[src/common/dmt_pkg.sv]
// constants shared by the dual multifunction timer block
package dmt_pkg;
  localparam int ADDR_W = 6;
  localparam int NIB_W = 4;
  localparam int CNT_W = 8;
  localparam int TAP_N = 7;
  // register offsets
  localparam logic [5:0] A_IRQ_C = 6'h02;
  localparam logic [5:0] A_IRQ_D = 6'h03;
  localparam logic [5:0] A_C_MODE = 6'h0d;
  localparam logic [5:0] A_C_LOW = 6'h0e;
  localparam logic [5:0] A_C_HIGH = 6'h0f;
  localparam logic [5:0] A_D_MODE = 6'h10;
  localparam logic [5:0] A_D_LOW = 6'h11;
  localparam logic [5:0] A_D_HIGH = 6'h12;
  localparam logic [5:0] A_C_OUT = 6'h14;
  localparam logic [5:0] A_D_OUT = 6'h15;
  localparam logic [5:0] A_WDOG = 6'h20;
  localparam logic [5:0] A_CAPT = 6'h21;
  localparam logic [5:0] A_PINF = 6'h25;
  localparam logic [5:0] A_EDGE = 6'h27;
  // field positions
  localparam int B_IRQ_C = 2;
  localparam int B_IRQ_D = 0;
  localparam int B_WATCHDOG_ENABLE_FLAG = 1;
  localparam int B_CSF = 0;
  localparam int B_CEF = 1;
  localparam int B_EVPIN = 1;
  localparam int B_RELOAD = 3;
  localparam int B_CAPT = 3;
  // clock select code for the event pin
  localparam logic [2:0] SEL_EVENT = 3'h7;
  // output mode codes
  localparam logic [1:0] OM_TOGGLE = 2'h1;
  localparam logic [1:0] OM_LOW = 2'h2;
  localparam logic [1:0] OM_HIGH = 2'h3;
  // edge select codes
  localparam logic [1:0] ED_FALL = 2'h1;
  localparam logic [1:0] ED_RISE = 2'h2;
  localparam logic [1:0] ED_BOTH = 2'h3;
  // reset values and timing
  localparam logic [3:0] NIB_RST = 4'h0;
  localparam logic [7:0] CNT_RST = 8'h00;
  localparam logic [7:0] CNT_MAX = 8'hff;
  localparam logic [1:0] MODE_DLY = 2'h2;
endpackage

[src/rtl/dmt_timers.sv]
// two multifunction 8-bit timers with nibble register port
module dmt_timers
  import dmt_pkg::*;
#(
  parameter int TAPS = TAP_N
) (
  input wire logic clk,
  input wire logic srst,
  input wire logic [ADDR_W-1:0] addr,
  input wire logic [NIB_W-1:0] wdata,
  input wire logic wr_stb,
  input wire logic rd_stb,
  output logic [NIB_W-1:0] rdata,
  input wire logic [TAPS-1:0] prescale_tick,
  input wire logic event_trigger_pin,
  output logic first_timer_output,
  output logic timer_c_pin_sel,
  output logic second_timer_output,
  output logic timer_d_pin_sel,
  output logic first_counter_irq_flag,
  output logic second_counter_irq_flag,
  output logic mcu_reset_req
);
  if (TAPS < 1 || TAPS > 7) begin : g_chk
    $error("dmt_timers needs one to seven prescaler taps");
  end

  // next output level for the four timer output modes
  function automatic logic out_next(input logic [2:0] om, input logic cur, input logic ovf,
                                    input logic [7:0] cnt, input logic [7:0] ld);
    logic r;
    r = cur;
    if (om[2]) begin
      r = (cnt < ld);
    end else begin
      case (om[1:0])
        OM_TOGGLE: r = ovf ? ~cur : cur;
        OM_LOW: r = ovf ? 1'b0 : cur;
        OM_HIGH: r = ovf ? 1'b1 : cur;
        default: r = cur;
      endcase
    end
    return r;
  endfunction

  // clock pick: prescaler tap or event edge
  function automatic logic tick_pick(input logic [2:0] sel, input logic [TAPS-1:0] taps,
                                     input logic ev);
    logic r;
    r = 1'b0;
    if (sel == SEL_EVENT) begin
      r = ev;
    end else if (32'(sel) < TAPS) begin
      r = taps[sel];
    end
    return r;
  endfunction

  // write decode
  logic wr_c_mode, wr_d_mode, wr_c_low, wr_c_high, wr_d_low, wr_d_high;
  assign wr_c_mode = wr_stb && (addr == A_C_MODE);
  assign wr_d_mode = wr_stb && (addr == A_D_MODE);
  assign wr_c_low = wr_stb && (addr == A_C_LOW);
  assign wr_c_high = wr_stb && (addr == A_C_HIGH);
  assign wr_d_low = wr_stb && (addr == A_D_LOW);
  assign wr_d_high = wr_stb && (addr == A_D_HIGH);

  // count mode registers, c at index 0 and d at index 1
  logic [3:0] mode_pend_r [2];
  logic [3:0] mode_eff_r [2];
  logic [1:0] mode_dly_r [2];
  logic mode_wr [2];
  assign mode_wr[0] = wr_c_mode;
  assign mode_wr[1] = wr_d_mode;

  // a write is held back so it acts from the second cycle on
  for (genvar i = 0; i < 2; i++) begin : g_mode
    always_ff @(posedge clk) begin
      if (srst) begin
        mode_pend_r[i] <= NIB_RST;
        mode_eff_r[i] <= NIB_RST;
        mode_dly_r[i] <= 2'h0;
      end else if (mode_wr[i]) begin
        mode_pend_r[i] <= wdata;
        mode_dly_r[i] <= MODE_DLY - 2'h1; // commit one edge on, so counters use it from cycle 2
      end else if (mode_dly_r[i] != 2'h0) begin
        mode_dly_r[i] <= mode_dly_r[i] - 2'h1;
        if (mode_dly_r[i] == 2'h1) begin
          mode_eff_r[i] <= mode_pend_r[i];
        end
      end
    end
  end

  // load registers; low nibble waits for the high write
  logic [3:0] c_load_lo_r, c_load_hi_r, d_load_lo_r, d_load_hi_r;
  always_ff @(posedge clk) begin
    if (srst) begin
      c_load_lo_r <= NIB_RST;
      c_load_hi_r <= NIB_RST;
      d_load_lo_r <= NIB_RST;
      d_load_hi_r <= NIB_RST;
    end else begin
      if (wr_c_low) c_load_lo_r <= wdata;
      if (wr_c_high) c_load_hi_r <= wdata;
      if (wr_d_low) d_load_lo_r <= wdata;
      if (wr_d_high) d_load_hi_r <= wdata;
    end
  end

  // the high write loads the nibble on the bus; the register holds it for later reloads and the PWM compare
  logic [7:0] c_load_val, d_load_val;
  assign c_load_val = {wr_c_high ? wdata : c_load_hi_r, c_load_lo_r};
  assign d_load_val = {wr_d_high ? wdata : d_load_hi_r, d_load_lo_r};

  // output mode, watchdog, pin function and edge select registers
  logic [2:0] c_out_mode_r;
  logic [3:0] d_out_mode_r;
  logic wdog_en_r;
  logic [3:0] pin_func_r, edge_sel_r;
  logic capt_sel_wr;
  assign capt_sel_wr = wr_stb && (addr == A_D_OUT) && wdata[B_CAPT] && !d_out_mode_r[B_CAPT];
  always_ff @(posedge clk) begin
    if (srst) begin
      c_out_mode_r <= 3'h0;
      d_out_mode_r <= NIB_RST;
      wdog_en_r <= 1'b0;
      pin_func_r <= NIB_RST;
      edge_sel_r <= NIB_RST;
    end else if (wr_stb) begin
      if (addr == A_C_OUT) c_out_mode_r <= wdata[2:0];
      if (addr == A_D_OUT) d_out_mode_r <= wdata;
      if (addr == A_WDOG) wdog_en_r <= wdata[B_WATCHDOG_ENABLE_FLAG];
      if (addr == A_PINF) pin_func_r <= wdata;
      if (addr == A_EDGE) edge_sel_r <= wdata;
    end
  end

  // event pin edge detection; pin is synchronous to clk
  logic ev_prev_r;
  logic ev_edge;
  always_ff @(posedge clk) begin
    if (srst) ev_prev_r <= 1'b0;
    else ev_prev_r <= event_trigger_pin;
  end
  always_comb begin
    ev_edge = 1'b0;
    if (pin_func_r[B_EVPIN]) begin
      case (edge_sel_r[1:0])
        ED_FALL: ev_edge = ev_prev_r && !event_trigger_pin;
        ED_RISE: ev_edge = !ev_prev_r && event_trigger_pin;
        ED_BOTH: ev_edge = ev_prev_r != event_trigger_pin;
        default: ev_edge = 1'b0;
      endcase
    end
  end

  // counters
  logic d_capt;
  logic capt_hit;
  logic tick_c, tick_d, ovf_c, ovf_d;
  logic [7:0] cnt_c, cnt_d;
  assign d_capt = d_out_mode_r[B_CAPT];
  assign capt_hit = d_capt && ev_edge;
  assign tick_c = tick_pick(mode_eff_r[0][2:0], prescale_tick, 1'b0);
  // in capture mode the event edge is a trigger, never a count clock
  assign tick_d = tick_pick(mode_eff_r[1][2:0], prescale_tick, ev_edge && !d_capt);

  dmt_counter #(.WIDTH(CNT_W)) u_cnt_c (
    .clk(clk),
    .srst(srst),
    .tick(tick_c),
    .reload_mode(mode_eff_r[0][B_RELOAD]),
    .load_val(c_load_val),
    .load_now(wr_c_high),
    .clear_now(1'b0),
    .count(cnt_c),
    .ovf(ovf_c)
  );

  dmt_counter #(.WIDTH(CNT_W)) u_cnt_d (
    .clk(clk),
    .srst(srst),
    .tick(tick_d),
    .reload_mode(mode_eff_r[1][B_RELOAD]),
    .load_val(d_load_val),
    .load_now(wr_d_high),
    .clear_now(capt_hit || capt_sel_wr),
    .count(cnt_d),
    .ovf(ovf_d)
  );

  // irq flags; a hardware set wins over a software clear
  logic irq_c_r, irq_d_r;
  always_ff @(posedge clk) begin
    if (srst) begin
      irq_c_r <= 1'b0;
    end else if (ovf_c) begin
      irq_c_r <= 1'b1;
    end else if (wr_stb && addr == A_IRQ_C && !wdata[B_IRQ_C]) begin
      irq_c_r <= 1'b0;
    end
  end
  always_ff @(posedge clk) begin
    if (srst) begin
      irq_d_r <= 1'b0;
    end else if (ovf_d || capt_hit) begin
      irq_d_r <= 1'b1;
    end else if (wr_stb && addr == A_IRQ_D && !wdata[B_IRQ_D]) begin
      irq_d_r <= 1'b0;
    end
  end
  assign first_counter_irq_flag = irq_c_r;
  assign second_counter_irq_flag = irq_d_r;

  // watchdog request, one cycle per overflow
  always_ff @(posedge clk) begin
    if (srst) mcu_reset_req <= 1'b0;
    else mcu_reset_req <= wdog_en_r && ovf_c;
  end

  // capture value and flags
  logic [7:0] capt_val_r;
  logic csf_r, cef_r;
  logic capt_clr;
  assign capt_clr = wr_stb && (addr == A_CAPT);
  always_ff @(posedge clk) begin
    if (srst) capt_val_r <= CNT_RST;
    else if (capt_hit) capt_val_r <= cnt_d;
  end
  always_ff @(posedge clk) begin
    if (srst) begin
      csf_r <= 1'b0;
      cef_r <= 1'b0;
    end else begin
      if (capt_hit) csf_r <= 1'b1;
      else if (capt_clr && !wdata[B_CSF]) csf_r <= 1'b0;
      if (d_capt && csf_r && (capt_hit || ovf_d)) cef_r <= 1'b1;
      else if (capt_clr && !wdata[B_CEF]) cef_r <= 1'b0;
    end
  end

  // timer output pins; capture mode gives the second pin back to the port
  always_ff @(posedge clk) begin
    if (srst) begin
      first_timer_output <= 1'b0;
      timer_c_pin_sel <= 1'b0;
      second_timer_output <= 1'b0;
      timer_d_pin_sel <= 1'b0;
    end else begin
      timer_c_pin_sel <= c_out_mode_r != 3'h0;
      first_timer_output <= out_next(c_out_mode_r, first_timer_output, ovf_c, cnt_c,
                                     {c_load_hi_r, c_load_lo_r});
      timer_d_pin_sel <= (d_out_mode_r[2:0] != 3'h0) && !d_capt;
      second_timer_output <= d_capt ? 1'b0 : out_next(d_out_mode_r[2:0], second_timer_output, ovf_d,
                                                      cnt_d, {d_load_hi_r, d_load_lo_r});
    end
  end

  // count read latches, taken when the high nibble is read
  logic [3:0] c_lat_r, d_lat_r;
  logic rd_c_high, rd_d_high;
  assign rd_c_high = rd_stb && (addr == A_C_HIGH);
  assign rd_d_high = rd_stb && (addr == A_D_HIGH);
  always_ff @(posedge clk) begin
    if (srst) begin
      c_lat_r <= NIB_RST;
      d_lat_r <= NIB_RST;
    end else begin
      if (rd_c_high) c_lat_r <= cnt_c[3:0];
      if (rd_d_high) d_lat_r <= cnt_d[3:0];
    end
  end

  // read data stand one cycle after the strobe; write-only and unmapped read zero
  logic [3:0] rd_nxt;
  always_comb begin
    rd_nxt = 4'h0;
    case (addr)
      A_IRQ_C: rd_nxt[B_IRQ_C] = irq_c_r;
      A_IRQ_D: rd_nxt[B_IRQ_D] = irq_d_r;
      A_C_LOW: rd_nxt = c_lat_r;
      A_C_HIGH: rd_nxt = cnt_c[7:4];
      A_D_LOW: rd_nxt = d_capt ? capt_val_r[3:0] : d_lat_r;
      A_D_HIGH: rd_nxt = d_capt ? capt_val_r[7:4] : cnt_d[7:4];
      A_C_OUT: rd_nxt = {1'b0, c_out_mode_r};
      A_D_OUT: rd_nxt = d_out_mode_r;
      A_WDOG: rd_nxt[B_WATCHDOG_ENABLE_FLAG] = wdog_en_r;
      A_CAPT: rd_nxt = {2'b00, cef_r, csf_r};
      default: rd_nxt = 4'h0;
    endcase
  end
  always_ff @(posedge clk) begin
    if (srst) rdata <= 4'h0;
    else if (rd_stb) rdata <= rd_nxt;
    else rdata <= 4'h0;
  end
endmodule

[src/rtl/dmt_counter.sv]
// one 8-bit up-counter with load, clear, reload and overflow
module dmt_counter
  import dmt_pkg::*;
#(
  parameter int WIDTH = CNT_W
) (
  input wire logic clk,
  input wire logic srst,
  input wire logic tick,
  input wire logic reload_mode,
  input wire logic [WIDTH-1:0] load_val,
  input wire logic load_now,
  input wire logic clear_now,
  output logic [WIDTH-1:0] count,
  output logic ovf
);
  logic [WIDTH-1:0] count_r;

  if (WIDTH < 2) begin : g_chk
    $error("dmt_counter width too small");
  end

  // overflow is a clock arriving at the all-ones count
  assign ovf = tick && (count_r == {WIDTH{1'b1}});
  assign count = count_r;

  // software load wins over capture clear, which wins over counting
  always_ff @(posedge clk) begin
    if (srst) begin
      count_r <= '0;
    end else if (load_now) begin
      count_r <= load_val;
    end else if (clear_now) begin
      count_r <= '0;
    end else if (ovf) begin
      count_r <= reload_mode ? load_val : '0;
    end else if (tick) begin
      count_r <= count_r + 1'b1;
    end
  end
endmodule

[config.mk]
export PLATFORM = sky130hd
export DESIGN_NAME = dmt_timers
export DESIGN_NICKNAME = d
export VERILOG_FILES = /design/src/common/dmt_pkg.sv /design/src/rtl/dmt_timers.sv /design/src/rtl/dmt_counter.sv
export SDC_FILE = /design/constraint.sdc
export NUM_CORES = 1
export LEC_CHECK = 0
export BUFFER_PORTS_ARGS = -buffer_cell sky130_fd_sc_hd__buf_2
export CORE_MARGIN = 2
export CORE_UTILIZATION = 41
export CTS_CLUSTER_SIZE = 12
export DETAILED_ROUTE_END_ITERATION = 12
export GPL_ROUTABILITY_DRIVEN = 0
export HOLD_SLACK_MARGIN = 0.1
export SLEW_MARGIN = 20
export SYNTH_ARGS = -nofsm -noshare
export SYNTH_HDL_FRONTEND = slang
export SYNTH_HIERARCHICAL = 1
export SYNTH_SLANG_ARGS = --single-unit
[constraint.sdc]
create_clock -name clk -period 3.84 [get_ports clk]
set_input_delay 0.192 -clock clk [delete_from_list [all_inputs] [get_ports clk]]
set_output_delay 0.192 -clock clk [all_outputs]
set_load 0.02 [all_outputs]
==> impl_summary.md, run 1 <==
STA
The achievable frequency is ~340 MHz. Setup repair after global routing left no endpoint under its margin. Across all setup checks in the final design, the least slack found is 0.9345 ns. Setup total negative slack on the finished layout was measured at 0 ns. At the pin with the least slew margin, the transition time is 0.9920 ns.

The worst path needs approximately 2.9 ns of the cycle, external delays included. Setup violations remaining at the end of the flow were counted as 0. Final hold analysis gives a worst-case slack of ~0.14 ns. The number of slew-limit violations in the final report was 0.

The worst pin sits at a relative slew slack of 33.26%. Of the available clock period, the critical path in the final layout requires between 70% and 80%. The number of hold violations in the final report is 0.

The worst clock skew on the final layout is 0.01118 ns.

Drt
The number of remaining DRC errors is 0. For this run, the detailed router's first-pass iteration total came to 7. Once detail routing completed, the nets flagged for antenna violations numbered 0. The vias per cell is roughly 5.8. The wire length per cell is 17.94 µm. The total wire length is roughly 14 mm.

In this run, the number of DRC markers left after iteration 0 of detailed routing was between 400 and 500. The total vias in the final route is 4561.

Critical path
The critical path required time is 4.10 ns. The gate family responsible for the most delay along the worst path is compound AO/OA/AOI/OAI gates. The cell with the largest stage delay on the worst path is nor3_1. The critical path crosses 9 cells after its start point. The classification of the worst setup path is reg2reg. The path depth of the worst reg2reg path is 9. The count of buffer and inverter cells on the critical path is 0. For the worst setup path, the data arrival time is 3.17 ns. The critical path goes through ha_1 -> nor2b_1 -> o21ai_0 -> a211o_1 -> o21ai_0 -> nor3_1 -> a22oi_1 -> a2bb2oi_1 -> o31ai_1. The maximum fanout along the worst path is 11. The most critical setup path has its startpoint at ev_prev_r. The register-to-register setup slack is between 0.9 and 1 ns.

The largest single stage delay on the critical path is 0.61 ns. STA classifies the critical path startpoint as a flop. The endpoint identified for the worst register-to-register timing path is u_cnt_d/count[5]. The startpoint of the lowest-slack register-to-register path is ev_prev_r. The most numerous cell type found on the critical path is o21ai_0. STA classifies the critical path endpoint as a flop.

Outcome
The flow ran to the end, and the final reports show no timing, DRC or antenna violations.

GRT
For this run, the total global-route usage over all layers was measured as 20.51%. The via count of the first global-routing pass was 4453. The wire length of the first global-routing pass is 23.06 mm.

The remaining global-route overflow is 0. The number of antenna violations at the first check in global routing is 0. Entering global routing, the biggest net connects 49 pins.

Clocking
The clock root buffer is clkbuf_16. No sink is reached through more buffers than the 2 on the longest clock path. The total clock buffers created by CTS is 9. The number of hold-repair buffers added at the cts stage is 0. The clock insertion delay at the later pin of the skew report is 0.35 ns. The clock sink count is 93. TritonCTS built the clock tree. Post-CTS timing repair inserted 0 buffers for setup. In this run the number of H-tree levels came out at 3. The number of cells upsized or downsized after cts is 0. After clock tree synthesis, the clock-pin slew on the worst setup and hold paths is ~0.070 ns.

Floorplanning
The starting density of the core is 42.29%. After floorplanning, the core was divided into a little over 40 placement rows. The floorplan step set the die width to 118.3 µm. The count of boundary I/O pins is 33. The die area is 0.01400 mm². The vertical die dimension is 118.3 µm. The placeable core region is 0.01267 mm².

Layout
The sequential cell area is between 0.002 and 0.0025 mm². The number of antenna repair diodes is 0. The layout overhead on the synthesized area is 11.07%. The fraction of layout cells with a size suffix above 1 is 14.52%.

The multi-input combinational cells in the finished layout cover a total of 0.003037 mm². The final net count is 660. The final-layout fill cell count is 1236.

Pwr
The analysis attributes to cell leakage a power of 0.002260 µW. For this design the ratio of total power to cell area is around 420 mW/mm². The largest vdd supply drop is 0.0002880 V. Overall power consumption after layout is estimated at 2530 µW.

Synth
In this run the cell area of the synthesized design comes to 0.005359 mm². The synthesized design contains 20 enable-type register cells. The most frequently used flop master after synthesis is dfxtp_1. The register bit total from synthesis is a little over 90.

The share of flip-flops with an asynchronous set or reset is 0%. Yosys mapped the design onto 68 distinct sky130hd cell types. The area fraction of the dominant cell type after synthesis is 27.27%.

In the post-synthesis netlist, the biggest area contributors are dfxtp_1 (27%), edfxtp_1 (11%), ha_1 (7.0%). The sequential area share after synthesis is 38.48%. Dividing the synthesized area by the synthesized cell count gives 9.067 µm².

The most area-hungry cell type in the Yosys netlist is dfxtp_1. In the synthesized netlist, the number of instances is ~590. The warning count from the yosys run is 6.

Placement
OpenSTA, run right after detailed placement, puts the worst setup slack at 0.9782 ns. Detailed placement finished with a half-perimeter wire length of 9.895 mm. Input and output buffers added on the ports amount to 32.

Worst hold path
In this run the most critical hold path is launched from event_trigger_pin. The instance count along the most critical hold path is 3. The tightest min-delay check is of the in2reg type. The destination of the worst hold path is ev_prev_r.

Flow run
The reported max-cap violation count is 0.
-- synth_stat cells, types with 3 or more instances --
cell type / instances
a32oi_1: 3
xor2_1: 3
and2_1: 12
o2111ai_1: 4
a211oi_1: 6
edfxtp_1: 20
mux2_2: 15
ha_1: 30
nand2b_1: 5
or4_1: 4
nand3_1: 30
mux2_4: 4
a21oi_1: 37
clkbuf_1: 23
o22ai_1: 9
mux2i_1: 23
nor2_1: 47
nor3_1: 11
a221oi_1: 3
dfxtp_1: 73
nand4b_1: 3
inv_1: 37
nand3b_1: 3
or3_1: 6
a31oi_1: 9
and3_1: 6
nand4_1: 13
o31ai_1: 3
buf_2: 10
o211ai_1: 5
nand2_1: 39
nor2b_1: 16
o21ai_0: 17
a22oi_1: 9
-- worst min-delay path, delay by kind of cell --
kind	cells	cell delay (ns)
buffers and inverters	2	0.19
AND/OR/NAND/NOR	1	0.05
-- power by group --
part	leakage, µW	internal [µW]	total [µW]	switching [µW]
Clock	0.000149	538	914	375
Sequential	0.000794	1080	1190	107
Combinational	0.00132	173	426	253
-- placed cells by master (no fill, tap or decap), types with 20 or more instances in the layout --
cell / synthesis / layout
edfxtp_1: 20 / 20
dfxtp_1: 73 / 73
buf_2: 10 / 32
ha_1: 30 / 30
a21oi_1: 37 / 37
nor2_1: 47 / 47
nand3_1: 30 / 30
mux2i_1: 23 / 23
inv_1: 37 / 37
nand2_1: 39 / 39
-- cell type report --
class / count / share of cell area [%]
Sequential cell: 93 / 34.64
Timing Repair Buffer: 35 / 3.279
Tap cell: 172 / 3.616
Clock inverter: 4 / 0.7988
Inverter: 37 / 2.333
Multi-Input combinational cell: 432 / 51.02
Clock buffer: 12 / 4.309
-- registers in the layout, summed over array words and instances (netlist names), 2 cells and up --
register / count
capt_val_r: 8
d_out_mode_r: 4
d_load_lo_r: 4
u_cnt_d/count: 8
c_load_lo_r: 4
c_lat_r: 4
d_lat_r: 4
mode_dly_r: 4
edge_sel_r: 2
d_load_hi_r: 4
c_out_mode_r: 3
mode_eff_r: 8
c_load_hi_r: 4
mode_pend_r: 8
u_cnt_c/count: 8
rdata: 4
-- logic make-up (layout without fill, tap and decap cells) --
group	count (synthesis)	count (layout)	share of synthesized area, %
fa+ha+maj	30	30	7.004
simple gates	216	216	22.44
xor+xnor	5	5	0.8173
mux	44	44	9.409
other cells	1	6	0.06998
compound gates	131	131	16.58
buf+inv	71	88	5.206
flops	93	93	38.48
-- per-stage QoR --
| step | area [µm²] | util, % | cells |
|---|---|---|---|
| 6_report | 5952 | 46.97 | 785 |
| 5_1_grt | 5952 | 46.97 | 785 |
| 4_1_cts | 5952 | 46.97 | 785 |
| 3_5_place_dp | 5648 | 44.57 | 769 |
| 3_3_place_gp | 5648 | 44.57 | 769 |
| 2_1_floorplan | 5378 | - | 596 |
-- worst max path at each step --
stage	end	slack [ns]
finish	u_cnt_d/count[5]	0.93
detailed placement	u_cnt_d/count[0]	0.98
global route	u_cnt_d/count[5]	0.75
CTS	u_cnt_d/count[0]	1.01
global placement	u_cnt_d/count[0]	1.09
floorplan	u_cnt_d/count[0]	1.33
-- routing by layer --
layer | up-vias | track usage, % | share of wire, %
met4 | 0 | 7.229 | 1.4
met3 | 14 | 3.475 | 4.7
met1 | 2206 | 26.85 | 46
met5 | - | 0 | 0
li1 | 2199 | - | -
met2 | 142 | 34.00 | 48
(Power assumes the default switching activity.)
==> inputs of run 2 (changes only) <==
Settings changed: ABC_AREA set to 1.
Clock period 3.84 ns to 2.91 ns, I/O delays scaled along.
==> impl_summary.md, run 2 <==
Outcome
Result of the run: completed (unchanged).

Synth
The mean instance size in the synthesized netlist is 7.013 µm² (was 9.067 µm²). The most area-hungry cell type in the Yosys netlist is dfxtp_1 (unchanged). The area fraction in compound gates after synthesis is 16.02% (was 16.58%).

The sequential area share after synthesis came to 37.13% (was 38.48%). The share of the synthesized netlist area taken by xor and xnor gates is 0.6308% (was 0.8172%). The most frequently used flop master after synthesis is dfxtp_1 (unchanged). The adder and majority cell fraction of the synthesized area is 6.758% (was 7.004%).

The warning count from the yosys run came to 6 (unchanged). When the netlist entered floorplanning its net count stood at 844. The share of synthesized area spent on multiplexers is 0% (was 9.409%). The synthesized instance count was 792 (was 591).

The distinct cell type count of the synthesized netlist is 36 (was 68). The area fraction of the dominant cell type after synthesis is 26.31% (was 27.27%). Top cells by area in the synthesized netlist: dfxtp_1 (26%), nand2_1 (12%), edfxtp_1 (11%) (was dfxtp_1 (27%), edfxtp_1 (11%), ha_1 (7.0%)). The share of flip-flops with an asynchronous set or reset is 0% (unchanged). The area fraction in and, or, nand and nor cells after synthesis is 29.83% (was 22.44%). The number of enable flip-flop cells after synthesis was 20 (unchanged). The combinational family with the most area after synthesis was simple AND/OR/NAND/NOR gates (unchanged). The mapped cell area is 0.005554 mm² (was 0.005359 mm²). Top cells by count, synth: nand2_1 (184), inv_1 (112), a21oi_1 (89) (was dfxtp_1 (73), nor2_1 (47), nand2_1 (39)). The library cell with the highest instance count after synthesis is nand2_1 (was dfxtp_1). The register bit total from synthesis is 93 (unchanged).

Drt
The total vias in the final route came to 5170 (was 4561). The wire length per cell came to 14.48 µm (was 17.94 µm). The DRC marker count from the first detailed-route iteration is 295 (was 428). The number of remaining DRC errors is 0 (unchanged). The vias per cell came to 5.139 (was 5.810). The total wire length is 14.57 mm (was 14.09 mm). The first-pass iteration count of the detailed router is 5 (was 7). The remaining antenna violation count is 0 (unchanged).

Placement
The total of buffers placed on input and output ports was 32 (unchanged). The worst slack after detailed placement is 0.5361 ns (was 0.9782 ns). The detailed placement HPWL is 11.11 mm (was 9.895 mm).

STA
The pin slew with the least headroom to its limit was 0.6179 ns (was 0.9920 ns). The worst clock skew on the final layout was 0.004173 ns (was 0.01118 ns). The portion of the clock cycle consumed by the worst path in the final layout is 89.33%. Setup repair after global routing missed its margin: no (unchanged). The worst slew margin relative to its limit is 58.37% (was 33.26%).

For this run, the top clock speed supported by timing is 384.7 MHz. For the finished layout, the period the worst path requires is 2.599 ns. The number of hold violations in the final report was 0 (unchanged). The total negative setup slack is 0 ns (unchanged).

The number of slew-limit violations in the final report is 0 (unchanged). The final worst setup slack came to 0.3106 ns (was 0.9345 ns). The count of final setup violators is 0 (unchanged).

GRT
The largest net degree at the start of global routing is 27 (was 49). The wire length of the first global-routing pass came to 24.09 mm (was 23.06 mm). The via count of the first global-routing pass is 4930 (was 4453). The remaining global-route overflow is 0 (unchanged). The global router's overall resource usage is 21.02% (was 20.51%).

The number of antenna violations at the first check in global routing is 0 (unchanged).

Pwr
The power density of the placed cells is 606.1 mW/mm² (was 425.0 mW/mm²). The total leakage power is 0.002741 µW (was 0.002260 µW). The largest vdd supply drop came to 0.0003083 V (was 0.0002880 V). The sequential group share of total power came to 44.8% (was 47.0%).

The combinational group share of total power is 23.8% (was 16.8%). The internal portion of total power is 2464 µW (was 1794 µW). The fraction of power spent switching nets is 34.36% (was 29.06%). The clock network fraction of design power is 31.4% (was 36.1%). The switching power of the nets came to 1290 µW (was 735.2 µW).

Layout
The layout overhead on the synthesized area came to 11.49% (was 11.07%). The final net count is 877 (was 660). Top library cells by usage in the layout, fill and taps aside: nand2_1 (184), inv_1 (112), a21oi_1 (89) (was dfxtp_1 (73), nor2_1 (47), nand2_1 (39)).

The most common library cell in the layout ignoring fill and taps is nand2_1 (was dfxtp_1). The number of antenna repair diodes is 0 (unchanged). The final-layout fill cell count is 1362 (was 1236). The fraction of layout cells with a size suffix above 1 is 10.96% (was 14.52%).

Floorplanning
The placeable core region is 0.01324 mm² (was 0.01267 mm²). The count of boundary I/O pins is 33 (unchanged). The starting density of the core came to 41.94% (was 42.29%). The total number of placement rows is 42 (was 41). The vertical die dimension is 120.4 µm (was 118.3 µm). The die area came to 0.01449 mm² (was 0.01400 mm²).

The die width is 120.4 µm (was 118.3 µm).

Critical path
The critical path required time is 3.19 ns (was 4.10 ns). The endpoint type of the worst setup path is a flop (unchanged). The register-to-register setup slack is 0.51 ns (was 0.93 ns).

Ordered cell list for the critical path: dlygate4sd3_1 -> buf_2 -> inv_1 -> ha_1 -> nand2_1 -> a21boi_0 -> nand4_1 -> o211ai_1 -> nand2_1 -> inv_1 -> nand3_4 -> inv_1 -> nor2_1 -> o21ai_0 -> o211ai_1 -> nand2_1 -> nand2_1 -> a21oi_1 (was ha_1 -> nor2b_1 -> o21ai_0 -> a211o_1 -> o21ai_0 -> nor3_1 -> a22oi_1 -> a2bb2oi_1 -> o31ai_1). The path depth of the worst reg2reg path is 15 (was 9). The worst setup path endpoint is second_timer_output (was u_cnt_d/count[5]).

The largest incremental delay on the critical path was 0.53 ns (was 0.61 ns). The startpoint class of the critical path is an input pin (was flop). The maximum fanout along the worst path is 8 (was 11). The dominant cell type by count on the critical path is nand2_1 (was o21ai_0). The worst reg2reg path endpoint is second_timer_output (was u_cnt_d/count[5]).

The critical path launch point is event_trigger_pin (was ev_prev_r). The startpoint of the lowest-slack register-to-register path is ev_prev_r (unchanged). The endpoint arrival time on the critical path is 2.88 ns (was 3.17 ns). The cell with the largest stage delay on the worst path is dlygate4sd3_1 (was nor3_1). The classification of the worst setup path is in2reg (was reg2reg).

Clocking
The total clock buffers created by CTS is 9 (unchanged). The clock sink count is 93 (unchanged). The clock insertion delay at the later pin of the skew report is 0.35 ns (about the same). The clock root buffer is clkbuf_16 (unchanged). The number of buffers inserted to repair setup after CTS was 0 (unchanged). The deepest clock path buffer count is 2 (unchanged).

The TritonCTS clock tree is built (unchanged). The clock slew at the register clock pins of the worst setup and hold paths is 0.06 ns (was 0.07 ns). The H-tree depth is 3 (unchanged). The number of cells upsized or downsized after cts was 0 (unchanged).

Worst hold path
The classification of the worst-slack hold path is in2reg (unchanged). The instance count along the most critical hold path is 3 (unchanged).

Flow run
The reported max-cap violation count is 0 (unchanged).
-- run 2: cell types whose count changed after synthesis, sizes merged, moves of 19 or more --
| cell | previous run | this run |
|---|---|---|
| a21oi | 37 | 93 |
| nand3 | 30 | 62 |
| nor2 | 50 | 76 |
| mux2 | 19 | 0 |
| mux2i | 23 | 0 |
| nand2 | 39 | 196 |
| inv | 37 | 119 |
| o21ai | 19 | 67 |
-- run 2: worst min path at each step --
| stage | from | to | slack [ns] |
|---|---|---|---|
| after floorplan | event_trigger_pin | ev_prev_r | 0.27 |
| after global placement | event_trigger_pin | ev_prev_r | 0.40 |
| after detailed placement | event_trigger_pin | ev_prev_r | 0.40 |
| after CTS | wdata[2] | c_load_hi_r[2] | 0.15 |
| after global routing | wdata[2] | c_load_hi_r[2] | 0.16 |
| final | wdata[2] | c_load_hi_r[2] | 0.15 |
-- run 2: layer usage --
metal	vias to the layer above	GRT usage (%)	share of wire (%)
met2	103	36.51	49
met3	26	2.736	3.8
met1	2396	26.31	45
li1	2645	-	-
met5	-	0	0
met4	0	8.430	2.2
-- run 2: power groups by stage --
stage	clock [µW]	sequential [µW]	combinational, µW
floorplan	0	1620	686
global placement	0	1710	858
detailed placement	0	1710	885
CTS	1200	1680	891
global route	1260	1710	1030
finish	1180	1680	893
-- run 2: worst max-delay path: cells and delay by family --
family | cells | cell delay [ns]
simple gates | 7 | 0.66
compound gates | 5 | 0.82
fa+ha+maj | 1 | 0.14
buf+inv | 5 | 1.12
-- run 2: area by class of cell --
cell class / instances / area, µm² / share of cell area, %
clock buffers: 12 / 267.8 / 4.324
inverters: 120 / 455.4 / 7.355
repair buffers: 37 / 200.2 / 3.233
well taps: 176 / 220.2 / 3.556
clock inverters: 4 / 26.28 / 0.4243
flip-flops and latches: 93 / 2062 / 33.30
multi-input cells: 564 / 2960 / 47.81
-- run 2: metrics by stage --
stage	hold slack, ns	instances	cell area (µm²)	power, µW	util [%]
after floorplan	0.2741	792	5554	2309	-
after global placement	0.3977	989	5888	2564	44.46
after detailed placement	0.4019	989	5888	2595	44.46
after CTS	0.1453	1006	6192	3774	46.76
after global routing	0.1614	1006	6192	3992	46.76
final	0.1546	1006	6192	3753	46.76
-- run 2: logic make-up after synthesis --
logic type	count (synthesis)
XOR/XNOR	4
flip-flops	93
AND/OR/NAND/NOR	359
AO/OA/AOI/OAI	170
buffers and inverters	135
other	1
adder cells (fa/ha/maj)	30
-- run 2: what timing repair did --
| action | CTS | global route |
|---|---|---|
| hold buffers | 1 | 0 |
| setup endpoints to repair | 0 | 0 |
| endpoints found under the hold margin | 1 | 0 |
